<file path="src/design/egress_vc_pkg.sv">
// constants for the egress virtual-channel status and capability registers
`default_nettype none
package egress_vc_pkg;

    // =====================================================================
    // register offsets (byte addresses inside the egress port window)
    // =====================================================================
    localparam logic [11:0] VC0_STATUS_OFFSET  = 12'h01a;
    localparam logic [11:0] VC0_STATUS_DWORD   = 12'h018;
    localparam logic [11:0] VC1_CAP_OFFSET     = 12'h01c;
    localparam logic [11:0] VC1_CTL_OFFSET     = 12'h020;
    localparam int          ADDR_W             = 12;

    // =====================================================================
    // field positions
    // =====================================================================
    localparam int NEG_PENDING_BIT  = 1;
    localparam int TABLE_LOC_LSB    = 24;
    localparam int TSL_MSB          = 22;
    localparam int TSL_LSB          = 16;
    localparam int TSL_W            = 7;
    localparam int TSL_LANE         = 2;
    localparam int SNOOP_REJECT_BIT = 15;
    localparam int ENABLE_BIT       = 31;
    localparam int ENABLE_LANE      = 3;

    // =====================================================================
    // reset and fixed values
    // =====================================================================
    localparam logic [15:0] VC0_STATUS_RESET   = 16'h0000;
    localparam logic [7:0]  TABLE_LOC_VALUE    = 8'h10;
    localparam logic [6:0]  TSL_RESET          = 7'h00;
    localparam logic        SNOOP_REJECT_VALUE = 1'b1;
    localparam logic [7:0]  ARB_CAP_VALUE      = 8'h10;
    localparam logic [31:0] VC1_CAP_RESET      = 32'h10008010;
    localparam logic [31:0] VC1_CTL_RESET      = 32'h01080000;
    localparam int          ACK_LATENCY        = 1;

    // =====================================================================
    // helpers
    // =====================================================================
    function automatic logic lane_write(input logic wr, input logic [11:0] addr,
                                        input logic [3:0] be, input logic [11:0] target,
                                        input int lane);
        lane_write = wr && (addr == target) && be[lane];
    endfunction : lane_write

endpackage : egress_vc_pkg
`default_nettype wire

</file>
<file path="src/design/reg_wr_if.sv">
// register write strobe and data carried to the time slot field
`timescale 1ns/10ps
`default_nettype none
interface reg_wr_if;
    logic        wr;
    logic [11:0] addr;
    logic [3:0]  be;
    logic [31:0] wdata;

    modport source (output wr, output addr, output be, output wdata);
    modport sink   (input wr, input addr, input be, input wdata);
endinterface : reg_wr_if
`default_nettype wire

</file>
<file path="src/design/negotiation_status.sv">
// channel zero negotiation-pending status flag
`timescale 1ns/10ps
`default_nettype none
module negotiation_status (
    // clock and reset
    input  wire logic i_sys_clk,
    input  wire logic i_rst_n,
    // link state
    input  wire logic i_fc_init_in_progress,
    input  wire logic i_vc0_disable_in_progress,
    // status
    output logic      o_channel_zero_negotiation_pending
);
    logic pending_q;
    logic pending_d;

    // =====================================================================
    // flag follows the link's flow control initialisation or channel zero disable
    // =====================================================================
    always_comb begin
        pending_d = i_fc_init_in_progress | i_vc0_disable_in_progress; // [RULE_02] [RULE_03]
    end

    always_ff @(posedge i_sys_clk or negedge i_rst_n) begin
        if (!i_rst_n) begin
            pending_q <= 1'b0;
        end else begin
            pending_q <= pending_d; // [RULE_01]
        end
    end

    assign o_channel_zero_negotiation_pending = pending_q;
endmodule : negotiation_status
`default_nettype wire

</file>
<file path="src/design/time_slot_field.sv">
// write-once time slot limit field of the channel one capability register
`timescale 1ns/10ps
`default_nettype none
module time_slot_field
    import egress_vc_pkg::*;
(
    // clock and reset
    input  wire logic             i_sys_clk,
    input  wire logic             i_rst_n,
    // register writes
    reg_wr_if.sink                wr_bus,
    // field
    output logic [TSL_W-1:0]      o_time_slot_limit,
    output logic                  o_locked
);
    logic [TSL_W-1:0] tsl_q;
    logic [TSL_W-1:0] tsl_d;
    logic             locked_q;
    logic             locked_d;

    // =====================================================================
    // one write only; later writes are dropped until reset
    // =====================================================================
    always_comb begin
        tsl_d    = tsl_q;
        locked_d = locked_q;
        if (!locked_q && lane_write(wr_bus.wr, wr_bus.addr, wr_bus.be,
                                    VC1_CAP_OFFSET, TSL_LANE)) begin
            tsl_d    = wr_bus.wdata[TSL_MSB:TSL_LSB]; // [RULE_07]
            locked_d = 1'b1; // [RULE_13]
        end
    end

    always_ff @(posedge i_sys_clk or negedge i_rst_n) begin
        if (!i_rst_n) begin
            tsl_q    <= TSL_RESET;
            locked_q <= 1'b0;
        end else begin
            tsl_q    <= tsl_d;
            locked_q <= locked_d;
        end
    end

    assign o_time_slot_limit = tsl_q;
    assign o_locked          = locked_q;
endmodule : time_slot_field
`default_nettype wire

</file>
<file path="src/design/egress_vc_status_capability_regs.sv">
// egress port channel zero status and channel one capability/control registers
//
// Summary of operation
// [RULE_01] Negotiation-pending bit reads zero once channel zero negotiation completes.
// [RULE_02] Pending bit stays one while channel zero initialises or disables.
// [RULE_03] For channel zero the pending bit mirrors flow control initialisation.
// [RULE_04] Software checks pending clear at both link ends before using a channel.
// [RULE_05] Status register: 16-bit, read only, resets zero, all but bit 1 reserved.
// [RULE_06] Capability bits 31:24 read fixed 10h, table location in 16-byte units.
// [RULE_07] Capability bits 22:16 hold time slots minus one, reset 00h, write once.
// [RULE_08] Init software picks time slot value from the maximum-slots register.
// [RULE_09] Snoop-reject bit set: channel one requests without No Snoop are unsupported.
// [RULE_10] Arbitration capability bits 7:0 read 10h, weighted round robin only.
// [RULE_11] Channel one control register is 32-bit and resets to 01080000h.
// [RULE_12] Enable bit 31 reads back what was written, changes no behaviour.
// [RULE_13] Writes to read-only, reserved or already-written fields are ignored.
`timescale 1ns/10ps
`default_nettype none
module egress_vc_status_capability_regs
    import egress_vc_pkg::*;
(
    // clock and reset
    input  wire logic              i_sys_clk,
    input  wire logic              i_resetn,
    // register access, dword aligned byte address
    input  wire logic              i_reg_rd,
    input  wire logic              i_reg_wr,
    input  wire logic [ADDR_W-1:0] i_reg_addr,
    input  wire logic [3:0]        i_reg_be,
    input  wire logic [31:0]       i_reg_wdata,
    output logic [31:0]            o_reg_rdata,
    output logic                   o_reg_ack,
    // link negotiation state
    input  wire logic              i_fc_init_in_progress,
    input  wire logic              i_vc0_disable_in_progress,
    output logic                   o_channel_zero_negotiation_pending,
    // channel one request screening
    input  wire logic              i_vc1_req_valid,
    input  wire logic              i_vc1_req_no_snoop,
    output logic                   o_vc1_unsupported_req,
    // time slot limit for the arbiter
    output logic [TSL_W-1:0]       o_time_slot_limit
);

    // =====================================================================
    // elaboration checks
    // =====================================================================
    // read packing below assumes these widths and ranges
    if (TSL_MSB - TSL_LSB + 1 != TSL_W) begin : g_bad_tsl
        $error("time slot width does not match its bit range");
    end
    if (ADDR_W < 6) begin : g_bad_addr
        $error("register address too narrow for the mapped offsets");
    end

    // =====================================================================
    // reset release
    // =====================================================================
    logic rst_meta_q;
    logic rst_n_sync;

    // assertion only removed after two clean edges to avoid a ragged release
    always_ff @(posedge i_sys_clk or negedge i_resetn) begin
        if (!i_resetn) begin
            rst_meta_q <= 1'b0;
            rst_n_sync <= 1'b0;
        end else begin
            rst_meta_q <= 1'b1;
            rst_n_sync <= rst_meta_q;
        end
    end

    // =====================================================================
    // write distribution
    // =====================================================================
    reg_wr_if wr_bus ();

    assign wr_bus.wr    = i_reg_wr;
    assign wr_bus.addr  = i_reg_addr;
    assign wr_bus.be    = i_reg_be;
    assign wr_bus.wdata = i_reg_wdata;

    // =====================================================================
    // sub-blocks
    // =====================================================================
    logic             pending;
    logic [TSL_W-1:0] tsl;
    logic             tsl_locked;

    negotiation_status u_negotiation (
        .i_sys_clk                          (i_sys_clk),
        .i_rst_n                            (rst_n_sync),
        .i_fc_init_in_progress              (i_fc_init_in_progress),
        .i_vc0_disable_in_progress          (i_vc0_disable_in_progress),
        .o_channel_zero_negotiation_pending (pending)
    );

    time_slot_field u_time_slot (
        .i_sys_clk         (i_sys_clk),
        .i_rst_n           (rst_n_sync),
        .wr_bus            (wr_bus),
        .o_time_slot_limit (tsl),
        .o_locked          (tsl_locked)
    );

    assign o_channel_zero_negotiation_pending = pending;
    assign o_time_slot_limit                  = tsl;

    // =====================================================================
    // channel one control: only the enable bit holds state
    // =====================================================================
    logic enable_q;
    logic enable_d;

    always_comb begin
        enable_d = enable_q;
        if (lane_write(i_reg_wr, i_reg_addr, i_reg_be, VC1_CTL_OFFSET, ENABLE_LANE)) begin
            enable_d = i_reg_wdata[ENABLE_BIT]; // [RULE_12]
        end
    end

    always_ff @(posedge i_sys_clk or negedge rst_n_sync) begin
        if (!rst_n_sync) begin
            enable_q <= VC1_CTL_RESET[ENABLE_BIT]; // [RULE_11]
        end else begin
            enable_q <= enable_d;
        end
    end

    // =====================================================================
    // read data assembly
    // =====================================================================
    logic [15:0] status_word;
    logic [31:0] cap_word;
    logic [31:0] ctl_word;

    always_comb begin
        status_word                  = VC0_STATUS_RESET; // [RULE_05]
        status_word[NEG_PENDING_BIT] = pending; // [RULE_01]
    end

    // fixed fields are constants, so no write can reach them
    assign cap_word = {TABLE_LOC_VALUE,              // [RULE_06]
                       1'b0,
                       tsl,                          // [RULE_07]
                       SNOOP_REJECT_VALUE,
                       VC1_CAP_RESET[14:8],
                       ARB_CAP_VALUE};               // [RULE_10] [RULE_13]

    // enable bit has no consumer; layout of the rest is held at its reset value
    assign ctl_word = {enable_q, VC1_CTL_RESET[30:0]}; // [RULE_11] [RULE_12]

    // =====================================================================
    // access answer: one cycle after the strobe, unmapped reads zero
    // =====================================================================
    logic [31:0] rdata_q;
    logic [31:0] rdata_d;
    logic        ack_q;
    logic        ack_d;

    always_comb begin
        ack_d   = i_reg_rd | i_reg_wr;
        rdata_d = rdata_q;
        if (i_reg_rd) begin
            // low half of this dword belongs to a neighbouring register
            if (i_reg_addr == VC0_STATUS_DWORD) begin
                rdata_d = {status_word, 16'h0000};
            end else if (i_reg_addr == VC1_CAP_OFFSET) begin
                rdata_d = cap_word;
            end else if (i_reg_addr == VC1_CTL_OFFSET) begin
                rdata_d = ctl_word;
            end else begin
                rdata_d = 32'h0000_0000;
            end
        end
    end

    always_ff @(posedge i_sys_clk or negedge rst_n_sync) begin
        if (!rst_n_sync) begin
            rdata_q <= 32'h0000_0000;
            ack_q   <= 1'b0;
        end else begin
            rdata_q <= rdata_d;
            ack_q   <= ack_d;
        end
    end

    assign o_reg_rdata = rdata_q;
    assign o_reg_ack   = ack_q;

    // =====================================================================
    // snoop screening of channel one requests
    // =====================================================================
    logic ur_q;
    logic ur_d;

    always_comb begin
        ur_d = i_vc1_req_valid && !i_vc1_req_no_snoop && SNOOP_REJECT_VALUE; // [RULE_09]
    end

    always_ff @(posedge i_sys_clk or negedge rst_n_sync) begin
        if (!rst_n_sync) begin
            ur_q <= 1'b0;
        end else begin
            ur_q <= ur_d;
        end
    end

    assign o_vc1_unsupported_req = ur_q;
endmodule : egress_vc_status_capability_regs
`default_nettype wire

</file>
<file path="config.mk">
export PLATFORM = sky130hd
export DESIGN_NAME = egress_vc_status_capability_regs
export DESIGN_NICKNAME = d
export VERILOG_FILES = /design/src/design/egress_vc_pkg.sv /design/src/design/reg_wr_if.sv /design/src/design/negotiation_status.sv /design/src/design/time_slot_field.sv /design/src/design/egress_vc_status_capability_regs.sv
export SDC_FILE = /design/constraint.sdc
export NUM_CORES = 1
export LEC_CHECK = 0
export ABC_AREA = 1
export BUFFER_PORTS_ARGS = -buffer_cell sky130_fd_sc_hd__buf_4
export CORE_MARGIN = 2
export CORE_UTILIZATION = 30
export CTS_BUF_LIST = sky130_fd_sc_hd__clkbuf_16
export DETAILED_ROUTE_END_ITERATION = 16
export PLACE_DENSITY = 0.67
export REMOVE_ABC_BUFFERS = 1
export SLEW_MARGIN = 10
export SYNTH_ARGS = -nofsm -noshare
export SYNTH_HDL_FRONTEND = slang
export SYNTH_SLANG_ARGS = --single-unit
export TNS_END_PERCENT = 1
</file>
<file path="constraint.sdc">
create_clock -name i_sys_clk -period 1.84 [get_ports i_sys_clk]
set_input_delay 0.368 -clock i_sys_clk [delete_from_list [all_inputs] [get_ports i_sys_clk]]
set_output_delay 0.368 -clock i_sys_clk [all_outputs]
set_load 0.05 [all_outputs]
</file>
=== Word level (Yosys, flattened, before mapping) ===
Index checks and enable logic that the tools add are counted.

* Muxes and demuxes: 3
* Bitwise logic cells: 2
* Reductions and logical operators: 8
* Equal/unequal tests: 3

{| class="wikitable"
|+ Operators with widths
! cell !! count
|-
| $mux W32 || 3
|-
| $eq A12 B5 Y1 const B || 2
|-
| $eq A12 B6 Y1 const B || 1
|-
| $logic_and A1 B1 Y1 || 6
|-
| $logic_not A1 Y1 || 2
|-
| $or A1 B1 Y1 || 2
|}

* Input bits: 56
* Output and inout port bits: 42
* Bits in registers: 46

=== Depth between registers and ports, before layout ===
Gate-level depths: netlist of run 1.

* Depth after elaboration: 4
* Mapped depth: 8
* Depth with buffers taken out: 8

=== Modules after synthesis ===
A second synthesis of run 1 with hierarchy kept.

* Cells, all modules: 167
* Area, all modules: 1386.3 sq um

{| class="wikitable"
|+ Modules (own cells, without submodules)
! module !! times used !! seq. area each (sq um) !! cells an instance !! area an instance (sq um)
|-
| egress_vc_status_capability_regs || 1 || 375.4 || 117 || 972.2
|-
| time_slot_field || 1 || 200.2 || 46 || 377.9
|-
| negotiation_status || 1 || 25.0 || 4 || 36.3
|}

=== Worst setup path after synthesis of run 1 ===
Ideal clock, no wire load.

* Kind: reg2out
* From: reg, netlist name o_reg_rdata[28]
* To: out o_reg_rdata[15]
* Cell stages (with the launch flop): 2
* Data required time: 1.472 ns
* Setup slack: 0.550 ns
* Buffers on the path: 1
* Arrival time: 0.922 ns
* Cell sequence: dfrtp_1 -> buf_4

{| class="wikitable"
|+ RTL lines
! what !! line !! text
|-
| to (decl) || egress_vc_status_capability_regs.sv:31 || <nowiki>output logic [31:0] o_reg_rdata,</nowiki>
|}

=== Worst setup path in the final report of run 1 ===
* From: reg u_time_slot.tsl_q[1] (netlist: u_time_slot.o_time_slot_limit[1])
* To: out o_time_slot_limit[1]

{| class="wikitable"
|+ RTL lines
! what !! line !! text
|-
| from (decl) || time_slot_field.sv:16 || <nowiki>logic [TSL_W-1:0] tsl_q;</nowiki>
|-
| from (signal assigned) || time_slot_field.sv:39 || <nowiki>tsl_q <= tsl_d;</nowiki>
|-
| to (decl) || egress_vc_status_capability_regs.sv:42 || <nowiki>output logic [TSL_W-1:0] o_time_slot_limit</nowiki>
|}

No word-level cell between the ends.

==> flow_metrics.tcl, run 1 <==
set metrics [dict create \
    gp_congestion 0.788 \
    final.setup_skew_ns 0.00261 \
    yosys.cell_types.count 20 \
    vdd_ir_drop_max_mv 0.415 \
    max_freq_mhz 807 \
    period_share_pct 67.3 \
    grt_pass1_vias 959 \
    critical_path_required_ns 1.47 \
    routed-via-count 1029 \
    syn_avg_cell_area_um2 8.32 \
    drive_gt1_share_pct 34.0 \
    synth-warning-count 0 \
    drt_drc_violations_left 0 \
    floorplan.core_area_um2 4030 \
    crit_path_max_fanout 3 \
    net-switching-power_mw 0.328 \
    critical_path.max_stage_delay_ns 0.41 \
    hold_slack_ns 0.108 \
    post-place-cells 251 \
    grt.total_usage_pct 11.4 \
    cp-start-kind "register" \
    dp_hpwl_um 2110 \
    initial_standard_cell_utilization_of_the_core_pct 31.4 \
    clkLatencyLatePin_ns 0.25 \
    outcome "finished clean" \
    numPortBuffers 51 \
    drtAntennaViolNets 0 \
    seq_power_share_pct 44.5 \
    post_drt_wl_per_cell_um 10.2 \
    power.total_mw 1.21 \
    netlist_area_um2 1260 \
    first_drt_pass_iteration_count 4 \
    path_buf_inv 1 \
    holdCritPathClass "register to async pin" \
    critical_path.endpoint_type "primary output" \
    grt-ovfl-total 0 \
    cts.repair.resized 0 \
    cts_root_buf "sky130_fd_sc_hd__clkbuf_16" \
    static-leakage-power_nw 0.957 \
    final_area_um2 1720 \
    final.setup.tns_ns 0 \
    grt_antenna_before_repair 0 \
    timing.rr.start "u_time_slot.o_locked" \
    synthesis.instances 152 \
    n_antenna_cell 0 \
    fp.dieH_um 68.9 \
    die_outline_area_um2 4750 \
    final_util_pct 42.6 \
    critical_path_cell_count 1 \
    cp-startpoint "u_time_slot.o_time_slot_limit[1]" \
    pin_count_of_the_biggest_net_entering_global_routing 17 \
    finalSetupViolations 0 \
    grt_first_pass_wirelength_um 4150 \
    number_of_non_filler_instances_in_the_completed_layout 256 \
    layout.nets 263 \
    layout_min_cycle_time_ns 1.24 \
    pwr-share-clk_pct 38.8 \
    internal-power_mw 0.879 \
    placement_rows 23 \
    clock_tree_from_tritoncts "done" \
    io_pins 98 \
    timing_max_transition_violations_final 0 \
    cp_top_family "flip-flops" \
    flow.area_growth_from_synthesis_pct 35.6 \
    drt-vias-per-instance 4.02 \
    synth-seq-area-share_pct 47.5 \
    post_dp_cell_area_um2 1630 \
    final-hold-violation-count 0 \
    timing.critical_path.to "o_time_slot_limit[1]" \
    dpl_worst_slack_ns 0.465 \
    worst_r2r_endpoint "u_time_slot.o_time_slot_limit[3]" \
    power_density_over_the_cells_nw_per_um2 704 \
    initialDrtViolationCount 46 \
    reg_to_reg_setup_timing_slack_ns 0.82 \
    cts.clk_slew.worst_paths_ns 0.06 \
    worst_r2r_path_depth 4 \
    clk_path_buf_depth 2 \
    routed_wirelength_um 2620 \
    floorplan.die.width_um 68.9 \
    cp_cell_instances "buf_4" \
    critical-path-slowest-cell "sky130_fd_sc_hd__dfrtp_1" \
    critical_path_arrival_ns 0.87 \
    combPwrFrac_pct 16.6 \
    grt_setup_unrepaired "no" \
    max_cap_violations 0 \
    cts_max_level 1 \
    fin_ws_ns 0.601 \
    num_cts_buffers 3 \
    ys_seq_elements 24 \
    power_switching_share_pct 27.1 \
    cts_num_sinks 24 \
    criticalPathCategory "register to primary output" \
]
[cells by family (layout without fill, tap and decap cells)]
family                 after synthesis  in the layout  share of synthesized area (%)
AOI/OAI and AO/OA                    5              5                           2.28
buffers and inverters               43             78                           19.4
and+or+nand+nor                     78             78                           30.3
DFF                                 24             24                           47.5
other                                2             21                          0.594
[cell usage after synthesis]
library cell               instances  share of area, %
sky130_fd_sc_hd__nand2_1          38                11
sky130_fd_sc_hd__nor2_4            1              0.89
sky130_fd_sc_hd__buf_4            22                13
sky130_fd_sc_hd__nor2_2            4               2.0
sky130_fd_sc_hd__nor3_1            2              0.79
sky130_fd_sc_hd__nand3b_1          1              0.59
sky130_fd_sc_hd__nor2_1            8               2.4
sky130_fd_sc_hd__nand4_1           4               2.0
sky130_fd_sc_hd__o21ai_2           1              0.69
sky130_fd_sc_hd__conb_1            2              0.59
sky130_fd_sc_hd__nand2_2           2              0.99
sky130_fd_sc_hd__or2_2             2              0.99
sky130_fd_sc_hd__buf_2             1              0.40
sky130_fd_sc_hd__nor3_4            1               1.3
sky130_fd_sc_hd__clkinv_1          1              0.30
sky130_fd_sc_hd__inv_1            19               5.6
sky130_fd_sc_hd__nand3_2           3               2.4
sky130_fd_sc_hd__o21ai_1           4               1.6
sky130_fd_sc_hd__dfrtp_1          24                47
sky130_fd_sc_hd__nand3_1          12               4.7
[worst register-to-register path, stage by stage, from the launching register on]
cell	delay, ns
sky130_fd_sc_hd__dfrtp_1	0.38
sky130_fd_sc_hd__nor2_2	0.14
sky130_fd_sc_hd__nand3_2	0.19
sky130_fd_sc_hd__nand2_1	0.13
sky130_fd_sc_hd__nand2_1	0.07
[flip-flops by register name, summed over array words and instances (netlist names)]
name                                              count
o_vc1_unsupported_req                                 1
u_time_slot.o_time_slot_limit                         7
o_reg_ack                                             1
rst_meta_q                                            1
u_negotiation.o_channel_zero_negotiation_pending      1
u_time_slot.o_locked                                  1
rst_n_sync                                            1
o_reg_rdata                                          10
enable_q                                              1
[power by group through the flow]
stage / combinational, mW / sequential [mW] / clock [mW]
3_5_place_dp: 0.200 / 0.548 / 0
3_3_place_gp: 0.199 / 0.547 / 0
2_1_floorplan: 0.113 / 0.564 / 0
5_1_grt: 0.217 / 0.538 / 0.499
4_1_cts: 0.202 / 0.538 / 0.474
6_report: 0.201 / 0.537 / 0.469
[cells in the final DEF, fill, tap and decap left out]
cell type,n
sky130_fd_sc_hd__buf_4,53
sky130_fd_sc_hd__clkbuf_16,3
sky130_fd_sc_hd__clkinv_1,2
sky130_fd_sc_hd__conb_1,21
sky130_fd_sc_hd__dfrtp_1,24
sky130_fd_sc_hd__dlygate4sd3_1,1
sky130_fd_sc_hd__inv_1,19
sky130_fd_sc_hd__nand2_1,38
sky130_fd_sc_hd__nand2_2,2
sky130_fd_sc_hd__nand3_1,12
sky130_fd_sc_hd__nand3_2,3
sky130_fd_sc_hd__nand3b_1,1
sky130_fd_sc_hd__nand4_1,4
sky130_fd_sc_hd__nor2_1,8
sky130_fd_sc_hd__nor2_2,4
sky130_fd_sc_hd__nor2_4,1
sky130_fd_sc_hd__nor3_1,2
sky130_fd_sc_hd__nor3_4,1
sky130_fd_sc_hd__o21ai_1,4
sky130_fd_sc_hd__o21ai_2,1
sky130_fd_sc_hd__or2_2,2
[per-layer routing]
layer  vias to the layer above  wire length, um  global-route usage, %
met1                       453             1110                   14.0
li1                        537                -                      -
met2                        37             1300                   20.4
met4                         0               19                   2.94
met3                         2              183                   2.11
met5                         -                0                      0
[worst min-delay path by stage]
stage               start  cells past startpoint                     to
3_3_place_gp   rst_n_sync                      0  o_vc1_unsupported_req
4_1_cts        rst_n_sync                      0  o_vc1_unsupported_req
3_5_place_dp   rst_n_sync                      0  o_vc1_unsupported_req
6_report       rst_n_sync                      0  o_vc1_unsupported_req
5_1_grt        rst_n_sync                      0  o_vc1_unsupported_req
2_1_floorplan    i_resetn                      0             rst_meta_q
[final cells by class]
cell class / count / area, um^2
Sequential cell: 24 / 601
Tap cell: 50 / 62.6
Inverter: 20 / 75.1
Clock buffer: 3 / 75.1
Timing Repair Buffer: 54 / 408
Fill cell: 409 / 2310
Clock inverter: 1 / 3.75
Multi-Input combinational cell: 104 / 490
[repair_timing]
item	in CTS	in global routing
hold endpoints to repair	2	0
buffers inserted	0	0
hold buffers	1	0
Note: power is estimated with default switching activity, not from simulation.
==> run 2: changes to the inputs <==
--- a/config.mk
+++ b/config.mk
@@ -5,13 +5,13 @@
 export SDC_FILE = /design/constraint.sdc
 export NUM_CORES = 1
 export LEC_CHECK = 0
-export ABC_AREA = 1
+export ABC_AREA = 0
 export BUFFER_PORTS_ARGS = -buffer_cell sky130_fd_sc_hd__buf_4
 export CORE_MARGIN = 2
 export CORE_UTILIZATION = 30
 export CTS_BUF_LIST = sky130_fd_sc_hd__clkbuf_16
 export DETAILED_ROUTE_END_ITERATION = 16
-export PLACE_DENSITY = 0.67
+export PLACE_DENSITY = 0.72
 export REMOVE_ABC_BUFFERS = 1
 export SLEW_MARGIN = 10
 export SYNTH_ARGS = -nofsm -noshare
==> constraint.sdc (replaced) <==
create_clock -name i_sys_clk -period 1.1 [get_ports i_sys_clk]
set_input_delay 0.22 -clock i_sys_clk [delete_from_list [all_inputs] [get_ports i_sys_clk]]
set_output_delay 0.22 -clock i_sys_clk [all_outputs]
set_load 0.05 [all_outputs]
==> flow_metrics.tcl, run 2 <==
set metrics [dict create \
    placement_rows 22 \
    n_fill_cell 327 \
    cts_num_sinks 24 \
    pin_count_of_the_biggest_net_entering_global_routing 15 \
    cp_cell_instances "buf_6, or4_4, nor4_4, buf_6, mux2_4" \
    ys_seq_elements 24 \
    layout.cells.most_common "sky130_fd_sc_hd__buf_4" \
    drtAntennaViolNets 0 \
    power.total_mw 2.04 \
    worst_r2r_path_depth 4 \
    critical_path_arrival_ns 1.66 \
    netlist_area_um2 1130 \
    grt_pass1_vias 919 \
    synthesis.instances 89 \
    timing_max_transition_violations_final 0 \
    finalSetupViolations 19 \
    fin_ws_ns -0.428 \
    critical_path.max_stage_delay_ns 0.55 \
    post_dp_cell_area_um2 1590 \
    final-hold-violation-count 0 \
    clkLatencyLatePin_ns 0.25 \
    grt.total_usage_pct 13.9 \
    holdCritPathClass "input pin to register" \
    failed_checks "setup timing" \
    cp-start-kind "input pin" \
    power_density_over_the_cells_nw_per_um2 1150 \
    cts_root_buf "sky130_fd_sc_hd__clkbuf_16" \
    critical_path.endpoint_type "register" \
    critical-path-slowest-cell "sky130_fd_sc_hd__or4_4" \
    min_path_cells 2 \
    number_of_enable_type_register_cells_in_the_synthesized_netlist 0 \
    max_cap_violations 0 \
    drive_gt1_share_pct 56.5 \
    final_area_um2 1770 \
    top_library_cells_by_usage_in_the_layout_fill_and_taps_aside "sky130_fd_sc_hd__buf_4, sky130_fd_sc_hd__dfrtp_1, sky130_fd_sc_hd__conb_1, sky130_fd_sc_hd__buf_6, sky130_fd_sc_hd__mux2_4" \
    num_cts_buffers 3 \
    min_delay_worst_endpoint "o_vc1_unsupported_req" \
    final.setup_skew_ns 0.00568 \
    drt-vias-per-instance 4.35 \
    criticalPathCategory "input pin to register" \
    reg_to_reg_setup_timing_slack_ns -0.27 \
    die_outline_area_um2 4280 \
    post-place-cells 197 \
    number_of_non_filler_instances_in_the_completed_layout 202 \
    crit_path_max_fanout 8 \
    timing.critical_path.mode_cell "sky130_fd_sc_hd__buf_6" \
    layout_min_cycle_time_ns 1.53 \
    post_drt_wl_per_cell_um 13.4 \
    dp_hpwl_um 2050 \
    synth_commonest_cells "sky130_fd_sc_hd__dfrtp_1, sky130_fd_sc_hd__buf_4, sky130_fd_sc_hd__mux2_2" \
    yosys.cell_types.count 21 \
    drt_drc_violations_left 0 \
    flow.area_growth_from_synthesis_pct 56.5 \
    synthDominantCellAreaShare_pct 53.0 \
    synth_top_cells_by_area "sky130_fd_sc_hd__dfrtp_1, sky130_fd_sc_hd__buf_4, sky130_fd_sc_hd__mux2_2" \
    cts_max_level 1 \
    synth-seq-area-share_pct 53.0 \
    syn_avg_cell_area_um2 12.7 \
    worst_r2r_endpoint "u_time_slot.o_time_slot_limit[4]" \
    grt_antenna_before_repair 0 \
    floorplan.die.width_um 65.4 \
    grt_setup_unrepaired "yes" \
    cts.clk_slew.worst_paths_ns 0.06 \
    io_pins 98 \
    grt-ovfl-total 0 \
    initialDrtViolationCount 14 \
    yosysMostFrequentCell "sky130_fd_sc_hd__dfrtp_1" \
    synth_largest_area_cell "sky130_fd_sc_hd__dfrtp_1" \
    clk_path_buf_depth 2 \
    max_freq_mhz 654 \
    period_share_pct 139 \
    n_antenna_cell 0 \
    timing.rr.start "u_time_slot.o_locked" \
    hold_start "i_vc1_req_no_snoop" \
    first_drt_pass_iteration_count 4 \
    initial_standard_cell_utilization_of_the_core_pct 31.2 \
    critical_path_required_ns 1.23 \
    layout.nets 211 \
    vdd_ir_drop_max_mv 1.05 \
    grt_first_pass_wirelength_um 4590 \
    floorplan.core_area_um2 3630 \
    fp.dieH_um 65.4 \
    largest_register_ff_count 10 \
    routed_wirelength_um 2710 \
    synth-warning-count 0 \
    numPortBuffers 51 \
    gp_congestion 0.821 \
    clock_tree_from_tritoncts "done" \
    static-leakage-power_nw 0.937 \
    routed-via-count 879 \
    ys.flop_type "sky130_fd_sc_hd__dfrtp_1" \
    postSynth.asyncResetShare_pct 100 \
    outcome "complete, but fails checks" \
]
[run 2: metrics by stage]
step	setup TNS (ns)	hold slack [ns]	util, %	setup WS, ns
after detailed placement	-13.14	0.00613	43.7	-0.798
final	-6.13	0.112	48.8	-0.428
after global routing	-6.84	0.110	48.8	-0.433
after floorplan	-12.13	-0.0756	-	-0.786
after CTS	-6.02	0.106	48.3	-0.392
after global placement	-12.97	0.00322	43.7	-0.779
[run 2: worst max-delay path by stage]
stage | cells after the start | start | slack, ns | to
after floorplan | 3 | i_reg_addr[7] | -0.79 | u_time_slot.o_time_slot_limit[0]
after global placement | 5 | i_reg_addr[7] | -0.78 | enable_q
after detailed placement | 5 | i_reg_addr[7] | -0.80 | enable_q
after CTS | 4 | u_time_slot.o_locked | -0.39 | u_time_slot.o_time_slot_limit[4]
after global routing | 5 | i_reg_addr[8] | -0.43 | u_time_slot.o_time_slot_limit[1]
final | 5 | i_reg_addr[8] | -0.43 | u_time_slot.o_time_slot_limit[4]
[run 2: power by group]
group / total, mW / switching, mW / internal, mW
Clock: 0.774 / 0.290 / 0.485
Sequential: 0.903 / 0.00982 / 0.893
Combinational: 0.358 / 0.237 / 0.121
Total: 2.04 / 0.536 / 1.50
[run 2: kinds of logic (layout without fill, tap and decap cells)]
family | after synthesis | after routing | synth area share [%]
multiplexers | 8 | 8 | 7.96
other | 2 | 21 | 0.663
buffers and inverters | 27 | 73 | 17.0
AND/OR/NAND/NOR | 18 | 18 | 13.6
AO/OA/AOI/OAI | 10 | 10 | 7.73
flip-flops | 24 | 24 | 53.0
[run 2: layout make-up]
cell class              instances  area [um^2]  area share [%]
inverters                       2         7.51           0.424
repair buffers                 67          552            31.1
flip-flops and latches         24          601            33.9
clock buffers                   3         75.1            4.24
well taps                      48         60.1            3.39
clock inverters                 1         3.75           0.212
multi-input cells              57          473            26.7
[run 2: per-layer routing]
metal	GRT usage [%]	wire length, um	up-vias
met5	0	0	-
met4	2.60	46	0
met3	3.77	162	4
met2	25.4	1420	46
met1	16.5	1080	426
li1	-	-	403
[run 2: critical path, delay by kind of cell]
kind	cells	cell delay, ns
multiplexers	1	0.31
AND/OR/NAND/NOR	2	0.84
buffers and inverters	2	0.28
[run 2: timing repair]
| item | in CTS | in global routing |
|---|---|---|
| endpoints found under the setup margin | 20 | 24 |
| gates cloned | 0 | 0 |
| setup buffers | 0 | 0 |
| pin swaps | 7 | 5 |
| hold endpoints to repair | 2 | 0 |
| resized for setup | 19 | 4 |
| hold buffers | 1 | 0 |
